$ cat src/shared/cbcld_params.svh
`ifndef CBCLD_PARAMS_SVH
`define CBCLD_PARAMS_SVH
// top nibble groups
`define CBCLD_NIB_ORPHAN 4'hf
`define CBCLD_NIB_BIT_CLR 4'h9
`define CBCLD_NIB_BIT_SET 4'h8
`define CBCLD_NIB_BIT_INV 4'h7
`define CBCLD_NIB_SKIP_ZERO 4'hb
`define CBCLD_NIB_SKIP_ONE 4'ha
`define CBCLD_NIB_REL_JUMP 4'hd
`define CBCLD_NIB_LONG 4'he
`define CBCLD_NIB_LIT 4'h0
// second nibble within the 1110 group
`define CBCLD_SUB_COND_HI 1'b0
`define CBCLD_SUB_CALL 3'h6
`define CBCLD_SUB_ABS_JUMP 4'hf
`define CBCLD_SUB_PTR_LOAD 4'he
// second nibble within the literal group
`define CBCLD_LIT_ADD 4'hf
`define CBCLD_LIT_AND 4'hb
`define CBCLD_LIT_OR 4'h9
`define CBCLD_LIT_SUB 4'h8
`define CBCLD_LIT_XOR 4'ha
`define CBCLD_LIT_LOAD 4'he
`define CBCLD_LIT_MUL 4'hd
`define CBCLD_LIT_EXIT 4'hc
// whole control words
`define CBCLD_W_NOP 16'h0000
`define CBCLD_W_STANDBY 16'h0003
`define CBCLD_W_WDT_CLR 16'h0004
`define CBCLD_W_PUSH 16'h0005
`define CBCLD_W_POP 16'h0006
`define CBCLD_W_SWRESET 16'h00ff
`define CBCLD_W_IRQ_EXIT_HI 15'h0008
`define CBCLD_W_SUB_EXIT_HI 15'h0009
`define CBCLD_W_BANK_HI 12'h010
`define CBCLD_W_TBL_HI 13'h0001
// branch conditions
`define CBCLD_COND_ZERO 3'h0
`define CBCLD_COND_NONZERO 3'h1
`define CBCLD_COND_CARRY 3'h2
`define CBCLD_COND_NO_CARRY 3'h3
`define CBCLD_COND_OVF 3'h4
`define CBCLD_COND_NO_OVF 3'h5
`define CBCLD_COND_NEG 3'h6
`define CBCLD_COND_NON_NEG 3'h7
// status update masks, bit order {c, dc, z, ov, n}
`define CBCLD_FLAG_ARITH 5'h1f
`define CBCLD_FLAG_LOGIC 5'h05
`define CBCLD_FLAG_NONE 5'h00
// reset values
`define CBCLD_RST_READY 1'b1
`endif

$ cat src/shared/cbcld_pkg.sv
package cbcld_pkg;
  // decoded operation classes
  typedef enum logic [4:0] {
    OP_NOP = 5'b00000,
    OP_BIT_CLR = 5'b00001,
    OP_BIT_SET = 5'b00010,
    OP_BIT_INV = 5'b00011,
    OP_SKIP_ZERO = 5'b00100,
    OP_SKIP_ONE = 5'b00101,
    OP_BRANCH_COND = 5'b00110,
    OP_REL_JUMP = 5'b00111,
    OP_REL_CALL = 5'b01000,
    OP_ABS_CALL = 5'b01001,
    OP_ABS_JUMP = 5'b01010,
    OP_WDT_CLR = 5'b01011,
    OP_STANDBY = 5'b01100,
    OP_PUSH = 5'b01101,
    OP_POP = 5'b01110,
    OP_SWRESET = 5'b01111,
    OP_IRQ_EXIT = 5'b10000,
    OP_EXIT_CONST = 5'b10001,
    OP_SUB_EXIT = 5'b10010,
    OP_C_ADD = 5'b10011,
    OP_C_AND = 5'b10100,
    OP_C_OR = 5'b10101,
    OP_C_SUB = 5'b10110,
    OP_C_XOR = 5'b10111,
    OP_C_LOAD = 5'b11000,
    OP_C_MUL = 5'b11001,
    OP_BANK_LOAD = 5'b11010,
    OP_PTR_LOAD = 5'b11011,
    OP_TBL_RD = 5'b11100,
    OP_TBL_WT = 5'b11101,
    OP_OTHER = 5'b11110
  } cbcld_op_e;
  // sequencer states
  typedef enum logic [2:0] {
    ST_EXEC = 3'b000,
    ST_WORD2 = 3'b001,
    ST_FLUSH = 3'b010,
    ST_SKIP = 3'b011,
    ST_SKIP2 = 3'b100,
    ST_HOLD = 3'b101
  } cbcld_state_e;
endpackage : cbcld_pkg

$ cat src/design/cbcld_classify.sv
`include "cbcld_params.svh"
module cbcld_classify (
  // fetched word
  input wire logic [15:0] word,
  // decoded class
  output cbcld_pkg::cbcld_op_e op
);
  import cbcld_pkg::*;

  // pure pattern match on one word, no state
  always_comb
  begin
    op = OP_OTHER;
    case (word[15:12])
      `CBCLD_NIB_ORPHAN: op = OP_NOP;
      `CBCLD_NIB_BIT_CLR: op = OP_BIT_CLR;
      `CBCLD_NIB_BIT_SET: op = OP_BIT_SET;
      `CBCLD_NIB_BIT_INV: op = OP_BIT_INV;
      `CBCLD_NIB_SKIP_ZERO: op = OP_SKIP_ZERO;
      `CBCLD_NIB_SKIP_ONE: op = OP_SKIP_ONE;
      `CBCLD_NIB_REL_JUMP: op = word[11] ? OP_REL_CALL : OP_REL_JUMP;
      `CBCLD_NIB_LONG:
      begin
        if (word[11] == `CBCLD_SUB_COND_HI)
          op = OP_BRANCH_COND;
        else if (word[11:9] == `CBCLD_SUB_CALL)
          op = OP_ABS_CALL;
        else if (word[11:8] == `CBCLD_SUB_ABS_JUMP)
          op = OP_ABS_JUMP;
        else if (word[11:8] == `CBCLD_SUB_PTR_LOAD && word[7:6] == 2'h0)
          op = OP_PTR_LOAD;
      end
      `CBCLD_NIB_LIT:
      begin
        case (word[11:8])
          `CBCLD_LIT_ADD: op = OP_C_ADD;
          `CBCLD_LIT_AND: op = OP_C_AND;
          `CBCLD_LIT_OR: op = OP_C_OR;
          `CBCLD_LIT_SUB: op = OP_C_SUB;
          `CBCLD_LIT_XOR: op = OP_C_XOR;
          `CBCLD_LIT_LOAD: op = OP_C_LOAD;
          `CBCLD_LIT_MUL: op = OP_C_MUL;
          `CBCLD_LIT_EXIT: op = OP_EXIT_CONST;
          default:
          begin
            // whole-word control forms live under 0000 0000 and 0000 0001
            if (word == `CBCLD_W_NOP) op = OP_NOP;
            else if (word == `CBCLD_W_STANDBY) op = OP_STANDBY;
            else if (word == `CBCLD_W_WDT_CLR) op = OP_WDT_CLR;
            else if (word == `CBCLD_W_PUSH) op = OP_PUSH;
            else if (word == `CBCLD_W_POP) op = OP_POP;
            else if (word == `CBCLD_W_SWRESET) op = OP_SWRESET;
            else if (word[15:1] == `CBCLD_W_IRQ_EXIT_HI) op = OP_IRQ_EXIT;
            else if (word[15:1] == `CBCLD_W_SUB_EXIT_HI) op = OP_SUB_EXIT;
            else if (word[15:4] == `CBCLD_W_BANK_HI) op = OP_BANK_LOAD;
            else if (word[15:3] == `CBCLD_W_TBL_HI) op = word[2] ? OP_TBL_WT : OP_TBL_RD;
          end
        endcase
      end
      default: op = OP_OTHER;
    endcase
  end
endmodule : cbcld_classify

$ cat src/design/cbcld_decode.sv
// Overview of operation
// - pc change or true test costs nop cycle, except absolute jump/call
// - orphan 1111 word runs as no-op
// - port read-modify-write reads sampled pins
// - writing timer-zero count clears assigned prescaler
// - bit clear, set, invert carry b,a,f fields
// - bit test skips, one cycle or two/three
// - eight conditional branches, one or two cycles
// - 11-bit relative jump or relative call
// - absolute call, two words, fast save bit
// - absolute jump, two words, two cycles
// - 0x0004 clears watchdog, updates expiry/powerdown
// - 0x0003 enters standby, updates expiry/powerdown
// - push and pop, one cycle, no flags
// - 0x00ff software reset of everything
// - interrupt exit re-enables both irq enables
// - exit with constant loads accumulator, two cycles
// - subroutine return, two cycles, fast restore
// - literal alu ops and their flag masks
// - literal load and multiply, no flags
// - long pointer load, two words, 12-bit literal
// - table reads, four pointer modes, two cycles
// - table writes, four pointer modes, two cycles
`include "cbcld_params.svh"
module cbcld_decode (
  // clock and reset
  input wire logic clk_sys,
  input wire logic resetn,
  // fetch path
  input wire logic [15:0] instr_word,
  input wire logic instr_valid,
  output logic word_ready_r,
  // datapath condition inputs
  input wire logic flag_c,
  input wire logic flag_z,
  input wire logic flag_ov,
  input wire logic flag_n,
  input wire logic file_bit_val,
  input wire logic port_reg_hit,
  input wire logic timer_zero_count_hit,
  input wire logic prescaler_assigned,
  // decoded instruction
  output cbcld_pkg::cbcld_op_e op_class_r,
  output logic exec_valid_r,
  output logic nop_cycle_r,
  output logic [2:0] bit_idx_r,
  output logic access_bank_r,
  output logic [7:0] file_addr_r,
  output logic [7:0] literal_r,
  output logic [10:0] branch_offset_r,
  output logic [19:0] target_r,
  output logic fast_r,
  output logic [1:0] ptr_sel_r,
  output logic [11:0] ptr_literal_r,
  output logic [1:0] tbl_mode_r,
  output logic [4:0] flag_mask_r,
  // control strobes
  output logic pc_load_r,
  output logic pc_rel_r,
  output logic pc_from_stack_r,
  output logic stack_push_r,
  output logic stack_pop_r,
  output logic wdt_clear_r,
  output logic standby_r,
  output logic sw_reset_r,
  output logic irq_en_set_r,
  output logic wd_pd_write_r,
  output logic watchdog_expiry_flag_r,
  output logic powerdown_flag_r,
  output logic read_pins_r,
  output logic prescaler_clear_r
);
  import cbcld_pkg::*;

  // branch condition test, shared by the sequencer and its checks
  function automatic logic cond_true(input logic [2:0] cc, input logic c, input logic z,
                                     input logic ov, input logic n);
    logic r;
    r = 1'b0;
    case (cc)
      `CBCLD_COND_ZERO: r = z;
      `CBCLD_COND_NONZERO: r = !z;
      `CBCLD_COND_CARRY: r = c;
      `CBCLD_COND_NO_CARRY: r = !c;
      `CBCLD_COND_OVF: r = ov;
      `CBCLD_COND_NO_OVF: r = !ov;
      `CBCLD_COND_NEG: r = n;
      default: r = !n;
    endcase
    return r;
  endfunction : cond_true

  // true for first words that own the following word
  function automatic logic is_two_word(input cbcld_op_e o);
    return (o == OP_ABS_CALL) || (o == OP_ABS_JUMP) || (o == OP_PTR_LOAD);
  endfunction : is_two_word

  cbcld_state_e state_r, state_nxt; // sequencer
  cbcld_op_e cls; // class of the incoming word
  logic [15:0] first_r, first_nxt; // held first word of a pair
  logic fire; // a word is consumed this cycle
  logic rst_int; // pin reset or the software reset strobe
  logic bit_write; // read-modify-write bit operation
  logic word_ready_nxt, exec_valid_nxt, nop_cycle_nxt, access_bank_nxt, fast_nxt;
  cbcld_op_e op_class_nxt;
  logic [2:0] bit_idx_nxt;
  logic [7:0] file_addr_nxt, literal_nxt;
  logic [10:0] branch_offset_nxt;
  logic [19:0] target_nxt;
  logic [1:0] ptr_sel_nxt, tbl_mode_nxt;
  logic [11:0] ptr_literal_nxt;
  logic [4:0] flag_mask_nxt;
  logic pc_load_nxt, pc_rel_nxt, pc_from_stack_nxt, stack_push_nxt, stack_pop_nxt;
  logic wdt_clear_nxt, standby_nxt, sw_reset_nxt, irq_en_set_nxt, wd_pd_write_nxt;
  logic watchdog_expiry_flag_nxt, powerdown_flag_nxt, read_pins_nxt, prescaler_clear_nxt;

  cbcld_classify u_classify (
    .word(instr_word),
    .op(cls)
  );

  assign fire = instr_valid && word_ready_r;
  assign rst_int = !resetn || sw_reset_r;
  assign bit_write = (cls == OP_BIT_CLR) || (cls == OP_BIT_SET) || (cls == OP_BIT_INV);

  // sequencer and decoded outputs; strobes default to idle every cycle
  always_comb
  begin
    state_nxt = state_r;
    first_nxt = first_r;
    op_class_nxt = op_class_r;
    exec_valid_nxt = 1'b0;
    nop_cycle_nxt = 1'b0;
    bit_idx_nxt = bit_idx_r;
    access_bank_nxt = access_bank_r;
    file_addr_nxt = file_addr_r;
    literal_nxt = literal_r;
    branch_offset_nxt = branch_offset_r;
    target_nxt = target_r;
    fast_nxt = fast_r;
    ptr_sel_nxt = ptr_sel_r;
    ptr_literal_nxt = ptr_literal_r;
    tbl_mode_nxt = tbl_mode_r;
    flag_mask_nxt = `CBCLD_FLAG_NONE;
    pc_load_nxt = 1'b0;
    pc_rel_nxt = 1'b0;
    pc_from_stack_nxt = 1'b0;
    stack_push_nxt = 1'b0;
    stack_pop_nxt = 1'b0;
    wdt_clear_nxt = 1'b0;
    standby_nxt = 1'b0;
    sw_reset_nxt = 1'b0;
    irq_en_set_nxt = 1'b0;
    wd_pd_write_nxt = 1'b0;
    watchdog_expiry_flag_nxt = watchdog_expiry_flag_r;
    powerdown_flag_nxt = powerdown_flag_r;
    read_pins_nxt = 1'b0;
    prescaler_clear_nxt = 1'b0;
    case (state_r)
      ST_EXEC:
      begin
        if (fire)
        begin
          op_class_nxt = cls;
          exec_valid_nxt = 1'b1;
          // operand fields are split on every word; unused ones are don't-care
          bit_idx_nxt = instr_word[11:9];
          access_bank_nxt = instr_word[8];
          file_addr_nxt = instr_word[7:0];
          literal_nxt = instr_word[7:0];
          fast_nxt = instr_word[0];
          tbl_mode_nxt = instr_word[1:0];
          case (cls)
            OP_BIT_CLR, OP_BIT_SET, OP_BIT_INV:
            begin
              // pins, not the output latch, feed the write-back of a port
              read_pins_nxt = port_reg_hit;
              prescaler_clear_nxt = timer_zero_count_hit && prescaler_assigned;
            end
            OP_SKIP_ZERO, OP_SKIP_ONE:
            begin
              if (file_bit_val == (cls == OP_SKIP_ONE))
                state_nxt = ST_SKIP;
            end
            OP_BRANCH_COND:
            begin
              branch_offset_nxt = {{3{instr_word[7]}}, instr_word[7:0]};
              if (cond_true(instr_word[10:8], flag_c, flag_z, flag_ov, flag_n))
              begin
                pc_rel_nxt = 1'b1;
                state_nxt = ST_FLUSH;
              end
            end
            OP_REL_JUMP, OP_REL_CALL:
            begin
              branch_offset_nxt = instr_word[10:0];
              pc_rel_nxt = 1'b1;
              stack_push_nxt = (cls == OP_REL_CALL);
              state_nxt = ST_FLUSH;
            end
            OP_ABS_CALL, OP_ABS_JUMP, OP_PTR_LOAD:
            begin
              // the pair completes on the next word; nothing acts yet
              exec_valid_nxt = 1'b0;
              first_nxt = instr_word;
              state_nxt = ST_WORD2;
            end
            OP_WDT_CLR:
            begin
              wdt_clear_nxt = 1'b1;
              wd_pd_write_nxt = 1'b1;
              watchdog_expiry_flag_nxt = 1'b1;
              powerdown_flag_nxt = 1'b1;
            end
            OP_STANDBY:
            begin
              standby_nxt = 1'b1;
              wd_pd_write_nxt = 1'b1;
              watchdog_expiry_flag_nxt = 1'b1;
              powerdown_flag_nxt = 1'b0;
            end
            OP_PUSH: stack_push_nxt = 1'b1;
            OP_POP: stack_pop_nxt = 1'b1;
            OP_SWRESET: sw_reset_nxt = 1'b1;
            OP_IRQ_EXIT, OP_SUB_EXIT, OP_EXIT_CONST:
            begin
              pc_from_stack_nxt = 1'b1;
              irq_en_set_nxt = (cls == OP_IRQ_EXIT);
              state_nxt = ST_FLUSH;
            end
            OP_C_ADD, OP_C_SUB: flag_mask_nxt = `CBCLD_FLAG_ARITH;
            OP_C_AND, OP_C_OR, OP_C_XOR: flag_mask_nxt = `CBCLD_FLAG_LOGIC;
            OP_BANK_LOAD: literal_nxt = {4'h0, instr_word[3:0]};
            OP_TBL_RD, OP_TBL_WT: state_nxt = ST_HOLD;
            default: ; // nop, literal load/multiply and byte ops need no strobe
          endcase
        end
      end
      ST_WORD2:
      begin
        if (fire)
        begin
          // second word is always consumed as operand bits of the pair
          op_class_nxt = (first_r[11:8] == `CBCLD_SUB_ABS_JUMP) ? OP_ABS_JUMP :
                         (first_r[11:8] == `CBCLD_SUB_PTR_LOAD) ? OP_PTR_LOAD : OP_ABS_CALL;
          exec_valid_nxt = 1'b1;
          target_nxt = {instr_word[11:0], first_r[7:0]};
          fast_nxt = first_r[8];
          ptr_sel_nxt = first_r[5:4];
          ptr_literal_nxt = {first_r[3:0], instr_word[7:0]};
          pc_load_nxt = (first_r[11:8] != `CBCLD_SUB_PTR_LOAD);
          stack_push_nxt = (first_r[11:9] == `CBCLD_SUB_CALL);
          state_nxt = ST_EXEC;
        end
      end
      ST_SKIP:
      begin
        if (fire)
        begin
          // a skipped pair costs one more discarded word
          nop_cycle_nxt = 1'b1;
          state_nxt = is_two_word(cls) ? ST_SKIP2 : ST_EXEC;
        end
      end
      ST_FLUSH, ST_SKIP2:
      begin
        if (fire)
        begin
          nop_cycle_nxt = 1'b1;
          state_nxt = ST_EXEC;
        end
      end
      ST_HOLD:
      begin
        // table access owns the bus for one cycle; fetch waits
        nop_cycle_nxt = 1'b1;
        state_nxt = ST_EXEC;
      end
      default: state_nxt = ST_EXEC;
    endcase
    word_ready_nxt = (state_nxt != ST_HOLD);
  end

  // registers; the software reset acts one cycle after its strobe
  always_ff @(posedge clk_sys)
  begin
    if (rst_int)
    begin
      state_r <= ST_EXEC;
      first_r <= 16'h0000;
      word_ready_r <= `CBCLD_RST_READY;
      op_class_r <= OP_NOP;
      exec_valid_r <= 1'b0;
      nop_cycle_r <= 1'b0;
      bit_idx_r <= 3'h0;
      access_bank_r <= 1'b0;
      file_addr_r <= 8'h00;
      literal_r <= 8'h00;
      branch_offset_r <= 11'h000;
      target_r <= 20'h00000;
      fast_r <= 1'b0;
      ptr_sel_r <= 2'h0;
      ptr_literal_r <= 12'h000;
      tbl_mode_r <= 2'h0;
      flag_mask_r <= `CBCLD_FLAG_NONE;
      pc_load_r <= 1'b0;
      pc_rel_r <= 1'b0;
      pc_from_stack_r <= 1'b0;
      stack_push_r <= 1'b0;
      stack_pop_r <= 1'b0;
      wdt_clear_r <= 1'b0;
      standby_r <= 1'b0;
      sw_reset_r <= 1'b0;
      irq_en_set_r <= 1'b0;
      wd_pd_write_r <= 1'b0;
      watchdog_expiry_flag_r <= 1'b0;
      powerdown_flag_r <= 1'b0;
      read_pins_r <= 1'b0;
      prescaler_clear_r <= 1'b0;
    end
    else
    begin
      state_r <= state_nxt;
      first_r <= first_nxt;
      word_ready_r <= word_ready_nxt;
      op_class_r <= op_class_nxt;
      exec_valid_r <= exec_valid_nxt;
      nop_cycle_r <= nop_cycle_nxt;
      bit_idx_r <= bit_idx_nxt;
      access_bank_r <= access_bank_nxt;
      file_addr_r <= file_addr_nxt;
      literal_r <= literal_nxt;
      branch_offset_r <= branch_offset_nxt;
      target_r <= target_nxt;
      fast_r <= fast_nxt;
      ptr_sel_r <= ptr_sel_nxt;
      ptr_literal_r <= ptr_literal_nxt;
      tbl_mode_r <= tbl_mode_nxt;
      flag_mask_r <= flag_mask_nxt;
      pc_load_r <= pc_load_nxt;
      pc_rel_r <= pc_rel_nxt;
      pc_from_stack_r <= pc_from_stack_nxt;
      stack_push_r <= stack_push_nxt;
      stack_pop_r <= stack_pop_nxt;
      wdt_clear_r <= wdt_clear_nxt;
      standby_r <= standby_nxt;
      sw_reset_r <= sw_reset_nxt;
      irq_en_set_r <= irq_en_set_nxt;
      wd_pd_write_r <= wd_pd_write_nxt;
      watchdog_expiry_flag_r <= watchdog_expiry_flag_nxt;
      powerdown_flag_r <= powerdown_flag_nxt;
      read_pins_r <= read_pins_nxt;
      prescaler_clear_r <= prescaler_clear_nxt;
    end
  end
endmodule : cbcld_decode

$ cat config.mk
export PLATFORM = sky130hd
export DESIGN_NAME = cbcld_decode
export DESIGN_NICKNAME = d
export VERILOG_FILES = /design/src/shared/cbcld_pkg.sv /design/src/design/cbcld_classify.sv /design/src/design/cbcld_decode.sv
export VERILOG_INCLUDE_DIRS = /design/src /design/src/shared
export SDC_FILE = /design/constraint.sdc
export NUM_CORES = 1
export LEC_CHECK = 0
export BUFFER_PORTS_ARGS = -buffer_cell sky130_fd_sc_hd__buf_2
export CAP_MARGIN = 20
export CELL_PAD_IN_SITES_DETAIL_PLACEMENT = 1
export CELL_PAD_IN_SITES_GLOBAL_PLACEMENT = 2
export CORE_MARGIN = 10
export CORE_UTILIZATION = 32
export DETAILED_ROUTE_END_ITERATION = 7
export GPL_TIMING_DRIVEN = 0
export PLACE_DENSITY = 0.83
export SLEW_MARGIN = 20
export SYNTH_ARGS = -nofsm -noshare
export SYNTH_HDL_FRONTEND = slang
export SYNTH_SLANG_ARGS = --single-unit
$ cat constraint.sdc
create_clock -name clk_sys -period 6.9 [get_ports clk_sys]
set_clock_uncertainty 0.1 [all_clocks]
set_input_delay 1.035 -clock clk_sys [delete_from_list [all_inputs] [get_ports clk_sys]]
set_output_delay 1.035 -clock clk_sys [all_outputs]
set_load 0.02 [all_outputs]
==> results.md <==
* RSZ-0062 raised after global routing: no
* Dpl cells at 826
* FF-to-FF End: prescaler_clear_r
* MaxCap Viol Count at 0
* First-pass GRT wire length at 23.8 mm
* Drt pass-1 iters at 4
* Crit path DAT at 3.88 ns
* Worst skew pair latency at 0.34 ns
* Hold Path Cell Cnt at 2
* Setup TNS at 0 ns
* Vias/cell at 5.03
* Die Width at 136 um
* Worst flop-to-flop path startpoint: word_ready_r
* Unique masters post-synth at 70
* Worst slew margin at 0.337
* Mean Syn Cell Area at 8.08 um^2
* Max-slew violation count at 0
* Pleak at 2.34 nW
* Final period utilization at 0.538
* Num rows at 42
* # Post-CTS Setup Buffers at 0
* Final nets at 688
* Hold Vio Cnt, Final at 0
* CTS root buffer: clkbuf_16
* Peak supply drop at 0.120 mV
* Hold_buf cts at 0
* Pwr dens at 236 nW/um^2
* Critical Path Start Type: input port
* Full die area at 18,600 um^2
* # port buffers at 113
* R2R Setup Slk at 3.97 ns
* Share of layout cells above drive strength 1 at 0.296
* HP Class: flop to flop
* Top post-synthesis cells by count: nand2_1, dfxtp_1, a21oi_1
* Worst setup EP type: flop
* Max FO, Critical Path at 8
* Vias in the first global route at 4,443
* DRC Markers at 0
* CP required at 7.07 ns
* Initial DRC Count at 202
* Area after DPL at 5130 um^2
* Minimum clock period at 3.71 ns
* Area grow syn2layout at 25.7%
* I/O pin count at 122
* Main flop type after synthesis: dfxtp_1
* Mapped cell area at 4340 um^2
* Post-Syn Instances at 537
* Clock net sink count at 87
* Reg clk slew, reported paths at 0.06 ns
* Post-route design area at 5460 um^2
* Worst slew pin tran at 0.988 ns
* Crit path to: branch_offset_r[7]
* Fill count at 1,670
* Top-area cell type share of the netlist area at 0.401
* Outcome: finished, final reports clean
* Die height at 136 um
* Drt total wl at 15.1 mm
* Post-synthesis sequential area ratio at 0.401
* Final Wtd Congestion at 0.825
* R2R depth at 8
* Core Box Area at 13,200 um^2
* Via count at 4,239
* Setup violations, final at 0
* Mapped Nets at 564
* # diodes at 0
* Overall global routing resource usage at 0.160
* TritonCTS clock tree: done
* Crit Path Class: input port to flop
* H-tree Lvls at 3
* Dpl hpwl at 11.8 mm
* Antenna-violating nets left at 0
* Top cells by area, synth: dfxtp_1, a21oi_1, nand2_1
* CTS Buf Count at 9
* Critical path origin: instr_word[11]
* Maximum clock path buffer count at 2
* Post-CTS Resized at 0
* Peak Freq at 270 MHz
* Global route overflow at 0
* Most numerous cell in the Yosys netlist: nand2_1
* FF+latch count, synth at 87
* Synth Warn # at 0
* EDFF count, synth at 0
* Initial antenna violation count at 0
* Avg WL per Cell at 17.9 um
* Largest net degree at the start of global routing at 15
* Final std cells w/o fill at 842
* Starting Density at 0.328
* Async SR Flop Fraction at 0
* Synth area leader: dfxtp_1
[worst max-delay path, cell delays in order]
cell and delay (ns):
buf_2 0.15, nor3_1 0.41, nand2_1 0.17, o41ai_1 0.56, a21oi_1 0.25, or3_4 0.44, o21ai_1 0.52, nand3_1 0.17
a21oi_1 0.16
[report_power, final]
part / internal (mW) / switching, mW / leakage [nW]
clock network: 0.329 / 0.202 / 0.157
registers: 0.522 / 0.0109 / 0.707
logic: 0.0786 / 0.148 / 1.48
total: 0.930 / 0.360 / 2.34
[cells by family (layout without fill, tap and decap cells)]
family	count (synthesis)	in the layout	share of synthesized area
compound gates	148	148	0.214
xor+xnor	6	6	0.0121
buf+inv	74	203	0.114
flops	87	87	0.401
mux	3	3	0.00980
simple gates	219	219	0.249
[worst min path at each step]
stage | from | endpoint | slack (ns)
2_1_floorplan | first_r[6] | target_r[6] | 0.33
5_1_grt | first_r[7] | target_r[7] | 0.37
3_3_place_gp | target_r[7] | target_r[7] | 0.35
6_report | first_r[0] | target_r[0] | 0.35
4_1_cts | first_r[0] | target_r[0] | 0.35
3_5_place_dp | first_r[0] | target_r[0] | 0.35
[registers in the layout, indices dropped and copies added, names as in the netlist, 2 cells and up]
name / cells
bit_idx_r: 3
branch_offset_r: 11
file_addr_r: 8
first_r: 12
flag_mask_r: 2
literal_r: 4
op_class_r: 5
state_r: 3
target_r: 20
[layout by cell type, fill, tap and decap left out, types with 9 or more instances in the layout]
cell type,netlist,final
clkbuf_1,20,22
buf_4,26,26
o21ai_0,31,31
a21oi_1,66,66
nor2_1,35,35
nand3_1,28,28
dfxtp_1,87,87
nor3_1,13,13
buf_2,9,122
clkbuf_16,0,9
nor2b_1,9,9
nand2_1,88,88
[layer usage]
layer  track usage  wire [um]
met3        0.0266        753
met5             0          0
met4        0.0586        217
met2         0.278       7660
met1         0.193       6480
[stage by stage]
stage / worst slack [ns] / utilization / total power, mW / hold slack, ns
3_3_place_gp: 2.95 / 0.387 / 0.766 / 0.347
3_5_place_dp: 2.92 / 0.387 / 0.771 / 0.346
4_1_cts: 3.22 / 0.412 / 1.30 / 0.354
5_1_grt: 2.92 / 0.412 / 1.35 / 0.373
6_report: 3.19 / 0.412 / 1.29 / 0.353
2_1_floorplan: 3.53 / - / 0.694 / 0.328
[cell type report]
cell class / instances / area (um^2) / share of cell area
Sequential cell: 87 / 1740 / 0.319
Buffer: 68 / 472 / 0.0865
Tap cell: 176 / 220 / 0.0404
Clock inverter: 4 / 77.6 / 0.0142
Clock buffer: 12 / 246 / 0.0452
Multi-Input combinational cell: 376 / 2110 / 0.387
Timing Repair Buffer: 113 / 566 / 0.104
Inverter: 6 / 22.5 / 0.00413
Note: power is estimated with default switching activity, not from simulation.
